===== config.mk =====
export PLATFORM = sky130hd
export DESIGN_NAME = mfc_machine_function_control
export DESIGN_NICKNAME = d
export VERILOG_FILES = /design/src/logic/mfc_pkg.sv /design/src/logic/mfc_machine_function_control.sv
export VERILOG_INCLUDE_DIRS = /design/src /design/src/logic
export SDC_FILE = /design/constraint.sdc
export NUM_CORES = 1
export LEC_CHECK = 0
export BUFFER_PORTS_ARGS = -buffer_cell sky130_fd_sc_hd__buf_2
export CAP_MARGIN = 30
export CORE_MARGIN = 2
export CORE_UTILIZATION = 30
export DETAILED_ROUTE_END_ITERATION = 12
export PLACE_DENSITY = 0.7
export SYNTH_ARGS = -nofsm -noshare
export SYNTH_HDL_FRONTEND = slang
export SYNTH_SLANG_ARGS = --single-unit

===== constraint.sdc =====
create_clock -name clock -period 1.1 [get_ports clock]
set_clock_uncertainty 0.05 [all_clocks]
set_input_delay 0.055 -clock clock [delete_from_list [all_inputs] [get_ports clock]]
set_output_delay 0.055 -clock clock [all_outputs]
set_load 0.02 [all_outputs]

===== src/logic/mfc_params.svh =====
`ifndef MFC_PARAMS_SVH
`define MFC_PARAMS_SVH
// ----------------------------------------
// Register offsets
// ----------------------------------------
`define MFC_OFF_CONTROL 4'h0
`define MFC_OFF_IRQ_STATUS 4'h4
`define MFC_OFF_IRQ_CLEAR 4'h8
`define MFC_OFF_IRQ_ENABLE 4'hc
// ----------------------------------------
// Word layout, bit 00 is the word's MSB (vector bit 31)
// ----------------------------------------
`define MFC_VEC(n) (31 - (n))
`define MFC_B_OVERFLOW 31
`define MFC_B_PROT_INSTR 30
`define MFC_B_PROT_FAULT 29
`define MFC_B_PARITY 28
`define MFC_B_INT_ACTIVE 27
`define MFC_B_AUTO_RESTART 26
`define MFC_B_MICRO_RUN 25
`define MFC_B_MACRO_RUN 24
`define MFC_B_UCODE_WE 19
`define MFC_B_MULTI_IND 18
`define MFC_B_BRK_IRQ 13
`define MFC_B_BRK_MICRO 12
`define MFC_B_STEP 11
`define MFC_B_SEL_STOP 10
`define MFC_B_SEL_SKIP 9
`define MFC_B_PROT_SW 8
// Vector masks: status digits 6-7, undefined bits 23,22,17, wired bit 19
`define MFC_STATUS_MASK 32'h0000_00ff
`define MFC_UNDEF_MASK 32'h0000_4300
`define MFC_WIRED_MASK 32'h0000_1000
`define MFC_RESET_WORD 32'h0000_0000
`define MFC_IRQ_BITS 3
`endif


===== src/logic/mfc_pkg.sv =====
package mfc_pkg;
  typedef struct packed {
    logic overflow;
    logic prot_instr;
    logic prot_fault;
    logic parity;
    logic int_active;
    logic auto_restart;
    logic micro_run;
    logic macro_run;
  } mfc_status_type;
  typedef struct packed {
    logic brk_irq;
    logic brk_micro;
    logic step;
    logic sel_stop;
    logic sel_skip;
    logic prot_sw;
    logic multi_ind;
    logic [3:0] display1;
    logic [3:0] display0;
  } mfc_mode_type;
  typedef struct packed {
    logic wr;
    logic [31:0] data;
  } mfc_panel_type;
endpackage


===== src/logic/mfc_machine_function_control.sv =====
`timescale 1ns/1ns
`include "mfc_params.svh"
// How it works
// - Control word is 32 bits, eight four-bit digits.
// - Word bit 00 is MSB, bit 31 the LSB.
// - Digits 6 and 7 hold status driven by the processor.
// - Bits 29..24 report fault, parity, interrupts, restart, micro and macro run.
// - Digits 2..5 are mode switches, step/stop/skip/protect in bits 11..8.
// - Bit 31 sets on an arithmetic overflow.
// - Bit 30 set while a protected instruction executes.
// - Bit 13 set: breakpoint interrupts; clear: breakpoint stops.
// - Bit 12 selects micro level when set, macro level when clear.
// - Bit 18 enables multilevel indirect addressing.
// - Bit 19 comes from wiring only; writes never change it.
// - Bits 07..04 select the first display group register.
// - Bits 03..00 select the second display group register.
// - Local panel and remote console share one display and can both change it; local wins when both write.
// - Software can read every switch and indicator, and set all but bit 19 and bits 30..24.
module mfc_machine_function_control #(
  parameter logic [31:0] MODE_DEFAULT = `MFC_RESET_WORD
) (
  // Clock and reset
  input wire logic clock,
  input wire logic rst,
  // Register port
  input wire logic [3:0] reg_addr,
  input wire logic [31:0] reg_wdata,
  input wire logic reg_write,
  input wire logic reg_read,
  output logic [31:0] reg_rdata,
  // Operator panels
  input wire mfc_pkg::mfc_panel_type local_panel,
  input wire mfc_pkg::mfc_panel_type remote_console,
  output logic [31:0] panel_display,
  // Processor events and levels
  input wire logic alu_overflow,
  input wire logic prot_instr_exec,
  input wire logic [5:0] status_levels,
  input wire logic ucode_we_strap,
  input wire logic breakpoint_hit,
  // Decoded controls
  output mfc_pkg::mfc_mode_type mode,
  output logic breakpoint_irq,
  output logic breakpoint_stop,
  output logic irq
);
  // ----------------------------------------
  // Word storage
  // ----------------------------------------
  logic [31:0] word;
  logic [31:0] next_word;
  logic [31:0] wr_data;
  logic wr_any;
  logic [`MFC_IRQ_BITS-1:0] irq_status;
  logic [`MFC_IRQ_BITS-1:0] irq_enable;
  logic [`MFC_IRQ_BITS-1:0] irq_event;
  logic sw_write;
  localparam logic [31:0] KEEP_MASK = `MFC_UNDEF_MASK | `MFC_WIRED_MASK;

  assign sw_write = reg_write && reg_addr == `MFC_OFF_CONTROL;
  // Software first, then local, then remote; identical effect from each
  always_comb begin
    wr_any = sw_write || local_panel.wr || remote_console.wr;
    if (sw_write) begin
      wr_data = reg_wdata;
    end else if (local_panel.wr) begin
      wr_data = local_panel.data;
    end else begin
      wr_data = remote_console.data;
    end
  end

  always_comb begin
    next_word = word;
    if (wr_any) begin
      next_word = (wr_data & ~KEEP_MASK) | (word & KEEP_MASK);
    end
    // Status digits track processor; overflow sticks until written clear
    next_word[`MFC_VEC(`MFC_B_OVERFLOW)] = next_word[`MFC_VEC(`MFC_B_OVERFLOW)]
      | alu_overflow;
    next_word[`MFC_VEC(`MFC_B_PROT_INSTR)] = prot_instr_exec;
    next_word[`MFC_VEC(`MFC_B_MACRO_RUN):`MFC_VEC(`MFC_B_PROT_FAULT)] =
      status_levels;
    next_word[`MFC_VEC(`MFC_B_UCODE_WE)] = ucode_we_strap;
    next_word = next_word & ~`MFC_UNDEF_MASK;
  end

  always_ff @(posedge clock) begin
    if (rst) begin
      word <= (MODE_DEFAULT & ~`MFC_STATUS_MASK & ~KEEP_MASK);
    end else begin
      word <= next_word;
    end
  end

  // ----------------------------------------
  // Decoded fields
  // ----------------------------------------
  always_comb begin
    mode.brk_irq = word[`MFC_VEC(`MFC_B_BRK_IRQ)];
    mode.brk_micro = word[`MFC_VEC(`MFC_B_BRK_MICRO)];
    mode.step = word[`MFC_VEC(`MFC_B_STEP)];
    mode.sel_stop = word[`MFC_VEC(`MFC_B_SEL_STOP)];
    mode.sel_skip = word[`MFC_VEC(`MFC_B_SEL_SKIP)];
    mode.prot_sw = word[`MFC_VEC(`MFC_B_PROT_SW)];
    mode.multi_ind = word[`MFC_VEC(`MFC_B_MULTI_IND)];
    mode.display1 = word[`MFC_VEC(4):`MFC_VEC(7)];
    mode.display0 = word[`MFC_VEC(0):`MFC_VEC(3)];
  end

  assign breakpoint_irq = breakpoint_hit && mode.brk_irq;
  assign breakpoint_stop = breakpoint_hit && !mode.brk_irq;

  always_ff @(posedge clock) begin
    if (rst) begin
      panel_display <= 32'h0000_0000;
    end else begin
      panel_display <= next_word;
    end
  end

  // ----------------------------------------
  // Interrupts: overflow, breakpoint, protect fault
  // ----------------------------------------
  assign irq_event = {status_levels[0], breakpoint_irq, alu_overflow};
  always_ff @(posedge clock) begin
    if (rst) begin
      irq_status <= '0;
    end else if (reg_write && reg_addr == `MFC_OFF_IRQ_CLEAR) begin
      irq_status <= (irq_status & ~reg_wdata[`MFC_IRQ_BITS-1:0]) | irq_event;
    end else begin
      irq_status <= irq_status | irq_event;
    end
  end
  always_ff @(posedge clock) begin
    if (rst) begin
      irq_enable <= '0;
    end else if (reg_write && reg_addr == `MFC_OFF_IRQ_ENABLE) begin
      irq_enable <= reg_wdata[`MFC_IRQ_BITS-1:0];
    end
  end
  assign irq = |(irq_status & irq_enable);

  // ----------------------------------------
  // Read port
  // ----------------------------------------
  always_ff @(posedge clock) begin
    if (rst) begin
      reg_rdata <= 32'h0000_0000;
    end else if (reg_read) begin
      unique case (reg_addr)
        `MFC_OFF_CONTROL: reg_rdata <= word;
        `MFC_OFF_IRQ_STATUS: reg_rdata <= {29'h0000_0000, irq_status};
        `MFC_OFF_IRQ_ENABLE: reg_rdata <= {29'h0000_0000, irq_enable};
        default: reg_rdata <= 32'h0000_0000;
      endcase
    end
  end
endmodule


# ---- Word level (Yosys, flattened, before mapping)
# Cells that the tools add are included.
dict set report word_totals {
  input_bits 116
  output_inout_bits 82
  reg_bits 67
  word_cells 30
}
dict set report classes {
  n_eq_ne 3
  n_reduce_logical 10
  n_mux 5
  bitwise_logic 7
}
# op count
set op_table {}
lappend op_table {{case mux 32 bit (3 select lines)} 1}
lappend op_table {{2-to-1 mux 32 bit} 2}
lappend op_table {{bitwise OR 32 x 13 -> 32 bit} 1}
lappend op_table {{== test 4 bit (second input constant)} 2}
lappend op_table {{bitwise AND 3 bit} 2}
lappend op_table {{bitwise OR 3 bit} 2}
lappend op_table {{logical AND 1 bit} 5}
lappend op_table {{== test 4 x 3 -> 1 bit (second input constant)} 1}
lappend op_table {{logical NOT 4 bit} 1}
lappend op_table {{2-to-1 mux 3 bit} 1}
lappend op_table {{inverter 3 bit} 1}
lappend op_table {{OR reduction 3 bit} 1}
lappend op_table {{logical OR 1 bit} 2}
lappend op_table {{logical NOT 1 bit} 1}
lappend op_table {{2-to-1 mux 1 bit} 1}
lappend op_table {{bitwise OR 1 bit} 1}

# ---- Longest topological paths before layout
# Gate-level depths: netlist (run 1).
dict set report depth {
  ltp_word 6
  mapped_depth 4
  depth_no_buf 4
}

# ---- Worst setup path after synthesis (run 1)
# No wires, ideal clock.
dict set report synth_path {
  path_type {register to register}
  from {register, netlist name panel_display[18]}
  to {register irq_status[1]}
  t_arrival_ps 1022
  path_buffers 0
  setup_slack_ps -63
  path_stages_with_launch 5
  t_required_ps 959
  period_less_slack_ps 1163
  setup_ps 91
  path_cell_list {dfxtp_1 nand2_1 inv_1 nor2_1 a311oi_1}
}
# item line
set synth_rtl {}
lappend synth_rtl {{end signal, assigned} mfc_machine_function_control.sv:130} ;# irq_status <= (irq_status & ~reg_wdata[`MFC_IRQ_BITS-1:0]) | irq_event;
lappend synth_rtl {{end signal, assigned} mfc_machine_function_control.sv:132} ;# irq_status <= irq_status | irq_event;
lappend synth_rtl {{end, declared} mfc_machine_function_control.sv:54} ;# logic [`MFC_IRQ_BITS-1:0] irq_status;

# ---- Worst setup path after layout (run 1)
dict set report layout_path {
  from {register irq_enable[0]}
  to {output irq}
}
dict set report layout_via {
  elab_chain_len 2
}
# item line
set layout_lines {}
lappend layout_lines {{start, declared} mfc_machine_function_control.sv:55} ;# logic [`MFC_IRQ_BITS-1:0] irq_enable;
lappend layout_lines {{start signal, assigned} mfc_machine_function_control.sv:139} ;# irq_enable <= reg_wdata[`MFC_IRQ_BITS-1:0];
lappend layout_lines {{bitwise AND 3 bit} mfc_machine_function_control.sv:142} ;# assign irq = |(irq_status & irq_enable);
lappend layout_lines {{OR reduction 3 bit} mfc_machine_function_control.sv:142}
lappend layout_lines {{end, declared} mfc_machine_function_control.sv:45} ;# output logic irq
# Every way passes these cells.

==> results.sh, run 1 <==
export IMPL_critical_path_buf_inv_count=2
export IMPL_worstReg2RegStart="panel_display[0]$_SDFF_PP0_"
export IMPL_netlist_instances=301
export IMPL_combPwrFrac=0.183
export IMPL_p_seq_frac=0.434
export IMPL_whs_path_depth=4
export IMPL_io_pin_count=198
export IMPL_area_growth_pct=58.4
export IMPL_setup_viol=1
export IMPL_hold_path_class="input port to flip-flop"
export IMPL_die_height_um=101
export IMPL_htreeDepth=3
export IMPL_grt_pass1_wl_um=14300
export IMPL_rrSetupSlack_ns=0.07
export IMPL_routed_top_layer="met4"
export IMPL_p_sw_w=0.00146
export IMPL_ys_ff_latch=64
export IMPL_slowest_delay_ns=0.35
export IMPL_critPathMaxFanout=2
export IMPL_wl_met1_um=3830
export IMPL_avgSynthCellArea_sq_um=9.39
export IMPL_rows=35
export IMPL_wirelength_um=9220
export IMPL_clockBufferDepth=2
export IMPL_power_density_nw_per_um2=1270
export IMPL_synth_area_leaders="dfxtp_1, mux2i_1, a32oi_1"
export IMPL_crit_type="flip-flop to primary output"
export IMPL_grt_util_all_layers=0.180
export IMPL_first_global_vias=2930
export IMPL_clkSlewWorstSetupHoldPaths_ns=0.07
export IMPL_die_w_um=101
export IMPL_hold_path_end="panel_display[25]$_SDFFE_PP0P_"
export IMPL_cap_violations=0
export IMPL_async_flop_share=0
export IMPL_wl_met3_um=640
export IMPL_antenna_left=0
export IMPL_status="complete, but fails checks"
export IMPL_p_int_w=0.00425
export IMPL_yosysSeqAreaShare=0.453
export IMPL_drc_errors=0
export IMPL_yosysMostFrequentCell="dfxtp_1"
export IMPL_hold_start="local_panel[25]"
export IMPL_multi_input_area_sq_um=1290
export IMPL_cts_tree="yes"
export IMPL_fmax_ghz=0.745
export IMPL_rsz0062_at_grt="true"
export IMPL_die_area_sq_um=10200
export IMPL_numCtsBuffers=9
export IMPL_synth_edf_count=0
export IMPL_yosysTopAreaCell="dfxtp_1"
export IMPL_failed_checks="negative setup slack"
export IMPL_synth_top_area_share=0.453
export IMPL_seqCellArea_sq_um=1290
export IMPL_nNetsFinal=620
export IMPL_grt_antenna_before_repair=0
export IMPL_place_ws_ns=-0.164
export IMPL_wire_per_inst_um=14.9
export IMPL_fillers=860
export IMPL_root_buffer="clkbuf_8"
export IMPL_first_iter_violations=90
export IMPL_crit_arrival_ns=1.24
export IMPL_r2r_end="panel_display[0]$_SDFF_PP0_"
export IMPL_crit_chain="a222oi_1 -> inv_1 -> buf_6"
export IMPL_synth_area_sq_um=2830
export IMPL_final_util=0.487
export IMPL_finalWorstSetupSlack_ns=-0.242
export IMPL_post_dp_hpwl_um=6180
export IMPL_postLayoutCellArea_sq_um=4480
export IMPL_reg2reg_depth=3
export IMPL_slowest_stage="a222oi_1"
export IMPL_core_area_sq_um=9200
export IMPL_insertion_delay_ns=0.33
export IMPL_dp_cells=552
export IMPL_cp_required_ns=1.00
export IMPL_grt_max_degree=25
export IMPL_grt_overflow_total=0
export IMPL_route_vias_total=3058
export IMPL_clock_sinks=64
export IMPL_port_buffers=160
export IMPL_startpoint_type="flip-flop"
export IMPL_gp_congestion=0.803
export IMPL_fin_crit_ns=1.34
export IMPL_final_hold_violation_count=0
export IMPL_power_share_clock=0.383
export IMPL_ys_flop_type="dfxtp_1"
export IMPL_viasPerCell=4.93
export IMPL_met2_length_um=4560
export IMPL_synthTopCellsByCount="dfxtp_1, nor2_1, a32oi_1, o21ai_0"
export IMPL_dr_pass1_iters=5
export IMPL_fin_cells=620
export IMPL_place_area_sq_um=3720
export IMPL_yosys_warnings=0
export IMPL_start_util=0.307
export IMPL_sw_frac_of_total=0.256
export IMPL_final_max_slew_viol_count=0
export IMPL_drive_above_1_share=0.407
export IMPL_antenna_cells=0
export IMPL_p_leak_nw=2.19
export IMPL_ys_types=29
export IMPL_fin_crit_sh=1.22
export IMPL_cpLargestDelayFamily="compound AO/OA/AOI/OAI gates"
export IMPL_vdd_drop_max_uv=565
export IMPL_endpoint_kind="primary output"
-- final cells by class --
cell class	count	area share
Multi-Input combinational cell	193	0.288
Sequential cell	64	0.287
Inverter	5	0.00419
Clock buffer	13	0.0332
Tap cell	111	0.0310
Timing Repair Buffer	231	0.341
Clock inverter	3	0.0145
-- worst register-to-register path: cells and delay by family (launching register included) --
kind            cells  cell delay, ns
compound gates      2            0.27
flops               1            0.31
mux                 1            0.27
-- metal layers --
metal,vias up,global-route usage
met5,-,0
met4,0,0.0696
met3,18,0.0340
met2,143,0.312
met1,1420,0.219
li1,1477,-
-- power groups by stage --
stage | sequential (W) | combinational [W] | clock [W]
finish | 0.00248 | 0.00105 | 0.00219
global route | 0.00249 | 0.00113 | 0.00236
CTS | 0.00247 | 0.00103 | 0.00226
detailed placement | 0.00253 | 0.000884 | 0
global placement | 0.00252 | 0.000871 | 0
floorplan | 0.00261 | 0.000454 | 0
-- state kept, by name, indices dropped and copies added, names as in the netlist --
signal         count
irq_enable         3
irq_status         3
panel_display     29
reg_rdata         29
-- cell families after synthesis --
| family | synth area share |
|---|---|
| buffers and inverters | 0.102 |
| flip-flops | 0.453 |
| multiplexers | 0.0854 |
| other | 0.00133 |
| AND/OR/NAND/NOR | 0.133 |
| AO/OA/AOI/OAI | 0.225 |
-- stage by stage --
stage	setup TNS (ns)	power, W	hold slack, ns
floorplan	0	0.00306	0.114
global placement	-2.94	0.00340	0.215
detailed placement	-3.62	0.00341	0.219
CTS	-0.240	0.00577	0.00256
global route	-0.331	0.00598	0.0369
finish	-0.242	0.00571	0.0245
-- repair_timing --
action | CTS | global route
hold endpoints to repair | 35 | 0
pin swaps | 1 | 0
gates resized for setup | 8 | 2
hold buffers | 51 | 0
setup buffers | 2 | 0
gates cloned | 0 | 0
setup endpoints to repair | 2 | 3
-- layout by cell type, fill, tap and decap left out, types with 4 or more instances in the layout --
cell             n
buf_2          156
dfxtp_1         61
dlygate4sd3_1   51
nor2_1          31
o21ai_0         26
a32oi_1         26
mux2i_1         23
a22o_1          23
nand2_1         21
buf_4           18
clkbuf_8        10
nor2b_1          9
conb_1           6
a21oi_1          4
buf_12           4
-- worst max-delay path by stage --
| stage | from | to | cells past startpoint |
|---|---|---|---|
| 3_3_place_gp | reg_addr[1] | panel_display[18]$_SDFFE_PP0P_ | 5 |
| 6_report | irq_enable[0]$_SDFFE_PP0P_ | irq | 3 |
| 5_1_grt | irq_enable[0]$_SDFFE_PP0P_ | irq | 3 |
| 2_1_floorplan | reg_addr[3] | panel_display[30]$_SDFFE_PP0P_ | 4 |
| 4_1_cts | irq_enable[0]$_SDFFE_PP0P_ | irq | 3 |
| 3_5_place_dp | reg_addr[1] | panel_display[18]$_SDFFE_PP0P_ | 5 |
Note: power is estimated with default switching activity, not from simulation.
==> run 2, diff against run 1 <==
==> constraint.sdc (replaced) <==
create_clock -name clock -period 1.1 [get_ports clock]
set_clock_uncertainty 0.05 [all_clocks]
set_input_delay 0.33 -clock clock [delete_from_list [all_inputs] [get_ports clock]]
set_output_delay 0.33 -clock clock [all_outputs]
set_load 0.02 [all_outputs]
==> results.sh, run 2 (synthesized netlist as in run 1, its figures left out) <==
export IMPL_status="complete, but fails checks"
export IMPL_failed_checks="negative setup slack"
export IMPL_grt_overflow_total=0
export IMPL_place_area_sq_um=3850
export IMPL_rows=35
export IMPL_clkSlewWorstSetupHoldPaths_ns=0.07
export IMPL_root_buffer="clkbuf_8"
export IMPL_place_ws_ns=-0.426
export IMPL_die_area_sq_um=10200
export IMPL_p_leak_nw=2.31
export IMPL_nNetsFinal=612
export IMPL_drive_above_1_share=0.624
export IMPL_multi_input_area_sq_um=1330
export IMPL_crit_chain="a222oi_1 -> inv_1 -> buf_2"
export IMPL_slowest_delay_ns=0.37
export IMPL_die_height_um=101
export IMPL_dr_pass1_iters=4
export IMPL_slowest_stage="a222oi_1"
export IMPL_fin_crit_sh=1.48
export IMPL_antenna_left=0
export IMPL_postLayoutCellArea_sq_um=4900
export IMPL_wire_per_inst_um=15.7
export IMPL_area_growth_pct=73.2
export IMPL_whs_ns=0.164
export IMPL_clockBufferDepth=2
export IMPL_first_global_vias=3179
export IMPL_clock_sinks=64
export IMPL_crit_arrival_ns=1.25
export IMPL_io_pin_count=198
export IMPL_final_hold_violation_count=0
export IMPL_port_buffers=160
export IMPL_seqCellArea_sq_um=1370
export IMPL_finalWorstSetupSlack_ns=-0.531
export IMPL_busiest_layer="met2"
export IMPL_wirelength_um=9570
export IMPL_first_iter_violations=74
export IMPL_drc_errors=0
export IMPL_power_total_w=0.00577
export IMPL_rsz0062_at_grt="true"
export IMPL_final_max_slew_viol_count=0
export IMPL_htreeDepth=3
export IMPL_gr_usage_met3=0.0444
export IMPL_critical_path_buf_inv_count=2
export IMPL_insertion_delay_ns=0.32
export IMPL_top_regs="panel_display: 29 flops, reg_rdata: 29 flops"
export IMPL_die_w_um=101
export IMPL_hold_path_class="input port to flip-flop"
export IMPL_critPathMaxFanout=2
export IMPL_post_dp_hpwl_um=6270
export IMPL_cts_tree="yes"
export IMPL_final_cell_mix="buf_2, buf_6, buf_4, dfxtp_2, nor2_1"
export IMPL_endpoint_kind="primary output"
export IMPL_numCtsBuffers=9
export IMPL_fmax_ghz=0.613
export IMPL_fillers=827
export IMPL_route_vias_total=3113
export IMPL_fin_crit_ns=1.63
export IMPL_grt_pass1_wl_um=15000
export IMPL_setup_viol=97
export IMPL_grt_util_all_layers=0.185
export IMPL_grt_max_degree=37
export IMPL_dp_cells=567
export IMPL_start_util=0.307
export IMPL_gr_usage_met2=0.344
export IMPL_vdd_drop_max_uv=582
export IMPL_startpoint_type="flip-flop"
export IMPL_gp_congestion=0.806
export IMPL_crit_type="flip-flop to primary output"
export IMPL_viasPerCell=5.09
export IMPL_fin_cells=611
export IMPL_core_area_sq_um=9200
export IMPL_grt_antenna_before_repair=0
export IMPL_antenna_cells=0
export IMPL_grt_use_met1=0.202
export IMPL_final_common_cell="buf_2"
export IMPL_cpLargestDelayFamily="compound AO/OA/AOI/OAI gates"
export IMPL_power_density_nw_per_um2=1180
export IMPL_cp_required_ns=0.72
export IMPL_cap_violations=0
==> run 2: changes by cell type in the layout (fill, tap and decap cells not counted), moves of 2 or more <==
cell / delta
o21ai_1: +3
buf_2: -73
clkbuf_1: -3
buf_6: +77
dfxtp_4: +5
dfxtp_2: +50
o21ai_0: -3
clkbuf_8: +2
dlygate4sd3_1: -51
buf_4: +37
dfxtp_1: -55
==> run 2: cell type report <==
type                       count  area share
clock inverter                 3     0.00818
tap                          111      0.0284
clock buffer                  12      0.0337
sequential                    64       0.280
inverter                       5     0.00434
multi-input combinational    193       0.272
timing repair buffer         223       0.374
==> run 2: worst paths after layout <==
path,from,to,slack (ns),depth (start not counted)
setup / recovery,irq_enable[0]$_SDFFE_PP0P_,irq,-0.53,3
hold / removal,status_levels[5],panel_display[7]$_SDFF_PP0_,0.16,2
setup reg to reg,panel_display[0]$_SDFF_PP0_,panel_display[0]$_SDFF_PP0_,-0.04,4
hold reg to reg,reg_rdata[3]$_SDFFE_PP0P_,reg_rdata[3]$_SDFFE_PP0P_,0.44,2
==> run 2: report_power, final <==
group	switching, W	internal [W]
logic	0.000578	0.000636
registers	0.0000859	0.00241
clock network	0.000842	0.00121
total	0.00151	0.00426
==> run 2: per-layer routing <==
metal	vias to the layer above	part of all wire
met5	-	0
met1	1485	0.39
met3	15	0.070
met4	0	0.014
li1	1465	-
met2	148	0.53
==> run 2: stage by stage <==
step | utilization | TNS [ns]
floorplan | - | -4.89
global placement | 0.419 | -16.56
detailed placement | 0.419 | -17.67
CTS | 0.527 | -8.55
global route | 0.533 | -10.99
finish | 0.533 | -6.98
==> run 2: what timing repair did <==
item | 4_1_cts | 5_1_grt
hold buffers | 0 | 0
setup buffers | 29 | 2
pin swaps | 2 | 5
endpoints found under the setup margin | 98 | 99
gates resized for setup | 216 | 17
==> run 3, diff against run 2 <==
--- a/config.mk
+++ b/config.mk
@@ -7,10 +7,10 @@
 export NUM_CORES = 1
 export LEC_CHECK = 0
 export BUFFER_PORTS_ARGS = -buffer_cell sky130_fd_sc_hd__buf_2
-export CAP_MARGIN = 30
 export CORE_MARGIN = 2
 export CORE_UTILIZATION = 30
 export DETAILED_ROUTE_END_ITERATION = 12
+export GPL_ROUTABILITY_DRIVEN = 0
 export PLACE_DENSITY = 0.7
 export SYNTH_ARGS = -nofsm -noshare
 export SYNTH_HDL_FRONTEND = slang
==> constraint.sdc (replaced) <==
create_clock -name clock -period 1.4 [get_ports clock]
set_clock_uncertainty 0.05 [all_clocks]
set_input_delay 0.42 -clock clock [delete_from_list [all_inputs] [get_ports clock]]
set_output_delay 0.42 -clock clock [all_outputs]
set_load 0.02 [all_outputs]
==> results.sh, run 3 (synthesized netlist as in run 1, its figures left out) <==
export IMPL_grt_pass1_wl_um=13300
export IMPL_io_pin_count=198
export IMPL_cp_required_ns=0.93
export IMPL_core_area_sq_um=9200
export IMPL_drc_errors=0
export IMPL_port_buffers=160
export IMPL_clockBufferDepth=2
export IMPL_drive_above_1_share=0.477
export IMPL_grt_max_degree=23
export IMPL_final_util=0.440
export IMPL_critPathMaxFanout=3
export IMPL_final_max_slew_viol_count=0
export IMPL_clkSlewWorstSetupHoldPaths_ns=0.07
export IMPL_vdd_drop_max_uv=432
export IMPL_finalSetupTns_ns=-0.315
export IMPL_power_total_w=0.00400
export IMPL_setup_viol=3
export IMPL_post_dp_hpwl_um=6030
export IMPL_insertion_delay_ns=0.33
export IMPL_die_area_sq_um=10200
export IMPL_htreeDepth=3
export IMPL_die_height_um=101
export IMPL_first_global_vias=2785
export IMPL_p_leak_nw=2.00
export IMPL_final_hold_violation_count=0
export IMPL_power_density_nw_per_um2=989
export IMPL_rsz0062_at_grt="true"
export IMPL_place_area_sq_um=3780
export IMPL_crit_arrival_ns=1.21
export IMPL_fmax_ghz=0.595
export IMPL_fin_crit_sh=1.20
export IMPL_wire_per_inst_um=14.6
export IMPL_top_regs="panel_display: 29 flops, reg_rdata: 29 flops"
export IMPL_clock_sinks=64
export IMPL_cpLargestDelayFamily="flip-flops"
export IMPL_grt_overflow_total=0
export IMPL_critical_path_buf_inv_count=2
export IMPL_crit_type="flip-flop to primary output"
export IMPL_first_iter_violations=95
export IMPL_area_growth_pct=43.0
export IMPL_antenna_left=0
export IMPL_start_util=0.307
export IMPL_finalWorstSetupSlack_ns=-0.279
export IMPL_die_w_um=101
export IMPL_status="complete, but fails checks"
export IMPL_failed_checks="negative setup slack"
export IMPL_wirelength_um=8420
export IMPL_cap_violations=0
export IMPL_slowest_delay_ns=0.33
export IMPL_grt_util_all_layers=0.166
export IMPL_fin_crit_ns=1.68
export IMPL_postLayoutCellArea_sq_um=4040
export IMPL_viasPerCell=4.93
export IMPL_nNetsFinal=577
export IMPL_final_common_cell="buf_2"
export IMPL_grt_antenna_before_repair=0
export IMPL_startpoint_type="flip-flop"
export IMPL_antenna_cells=0
export IMPL_numCtsBuffers=9
export IMPL_root_buffer="clkbuf_8"
export IMPL_final_cell_mix="buf_2, dfxtp_1, buf_4, nor2_1"
export IMPL_dr_pass1_iters=4
export IMPL_rows=35
export IMPL_cts_tree="yes"
export IMPL_slowest_stage="dfxtp_1"
export IMPL_endpoint_kind="primary output"
export IMPL_crit_chain="a222oi_1 -> inv_1 -> buf_2"
export IMPL_route_vias_total=2840
export IMPL_hold_path_class="input port to flip-flop"
export IMPL_place_ws_ns=-0.191
[run 3: power by group]
part | total, W | switching, W | internal, W
Combinational | 0.000747 | 0.000401 | 0.000345
Sequential | 0.00195 | 0.0000593 | 0.00189
Clock | 0.00130 | 0.000676 | 0.000624
[run 3: what timing repair did]
item	in CTS	in global routing
hold buffers	0	0
buffers inserted	2	1
pin swaps	0	1
setup endpoints to repair	6	31
hold endpoints to repair	0	0
gates resized for setup	8	32
[run 3: worst paths after layout]
path                                    start                          end  slack [ns]  cells after the start
hold / removal                prot_instr_exec  panel_display[1]$_SDFF_PP0_        0.24                      2
hold reg to reg     reg_rdata[5]$_SDFFE_PP0P_    reg_rdata[5]$_SDFFE_PP0P_        0.43                      2
setup reg to reg  panel_display[0]$_SDFF_PP0_  panel_display[0]$_SDFF_PP0_        0.36                      3
setup / recovery   irq_enable[0]$_SDFFE_PP0P_                          irq       -0.28                      3
[run 3: layer usage]
| layer | global-route usage | wire length, um | vias up |
|---|---|---|---|
| met5 | 0 | 0 | - |
| met4 | 0.0541 | 97 | 0 |
| met3 | 0.0562 | 684 | 9 |
| met2 | 0.284 | 4150 | 126 |
| met1 | 0.195 | 3490 | 1311 |
| li1 | - | - | 1394 |
[run 3: layout make-up]
type                       instances  area [sq um]
fill                             933          5150
sequential                        64          1300
multi-input combinational        193          1300
timing repair buffer             188          1140
tap                              111           139
clock buffer                      11           131
clock inverter                     4          22.5
inverter                           5          18.8
[run 3: metrics by stage]
step | std cells | hold WS (ns)
after floorplan | 306 | 0.416
after global placement | 558 | 0.410
after detailed placement | 558 | 0.417
after CTS | 575 | 0.219
after global routing | 576 | 0.209
final | 576 | 0.238
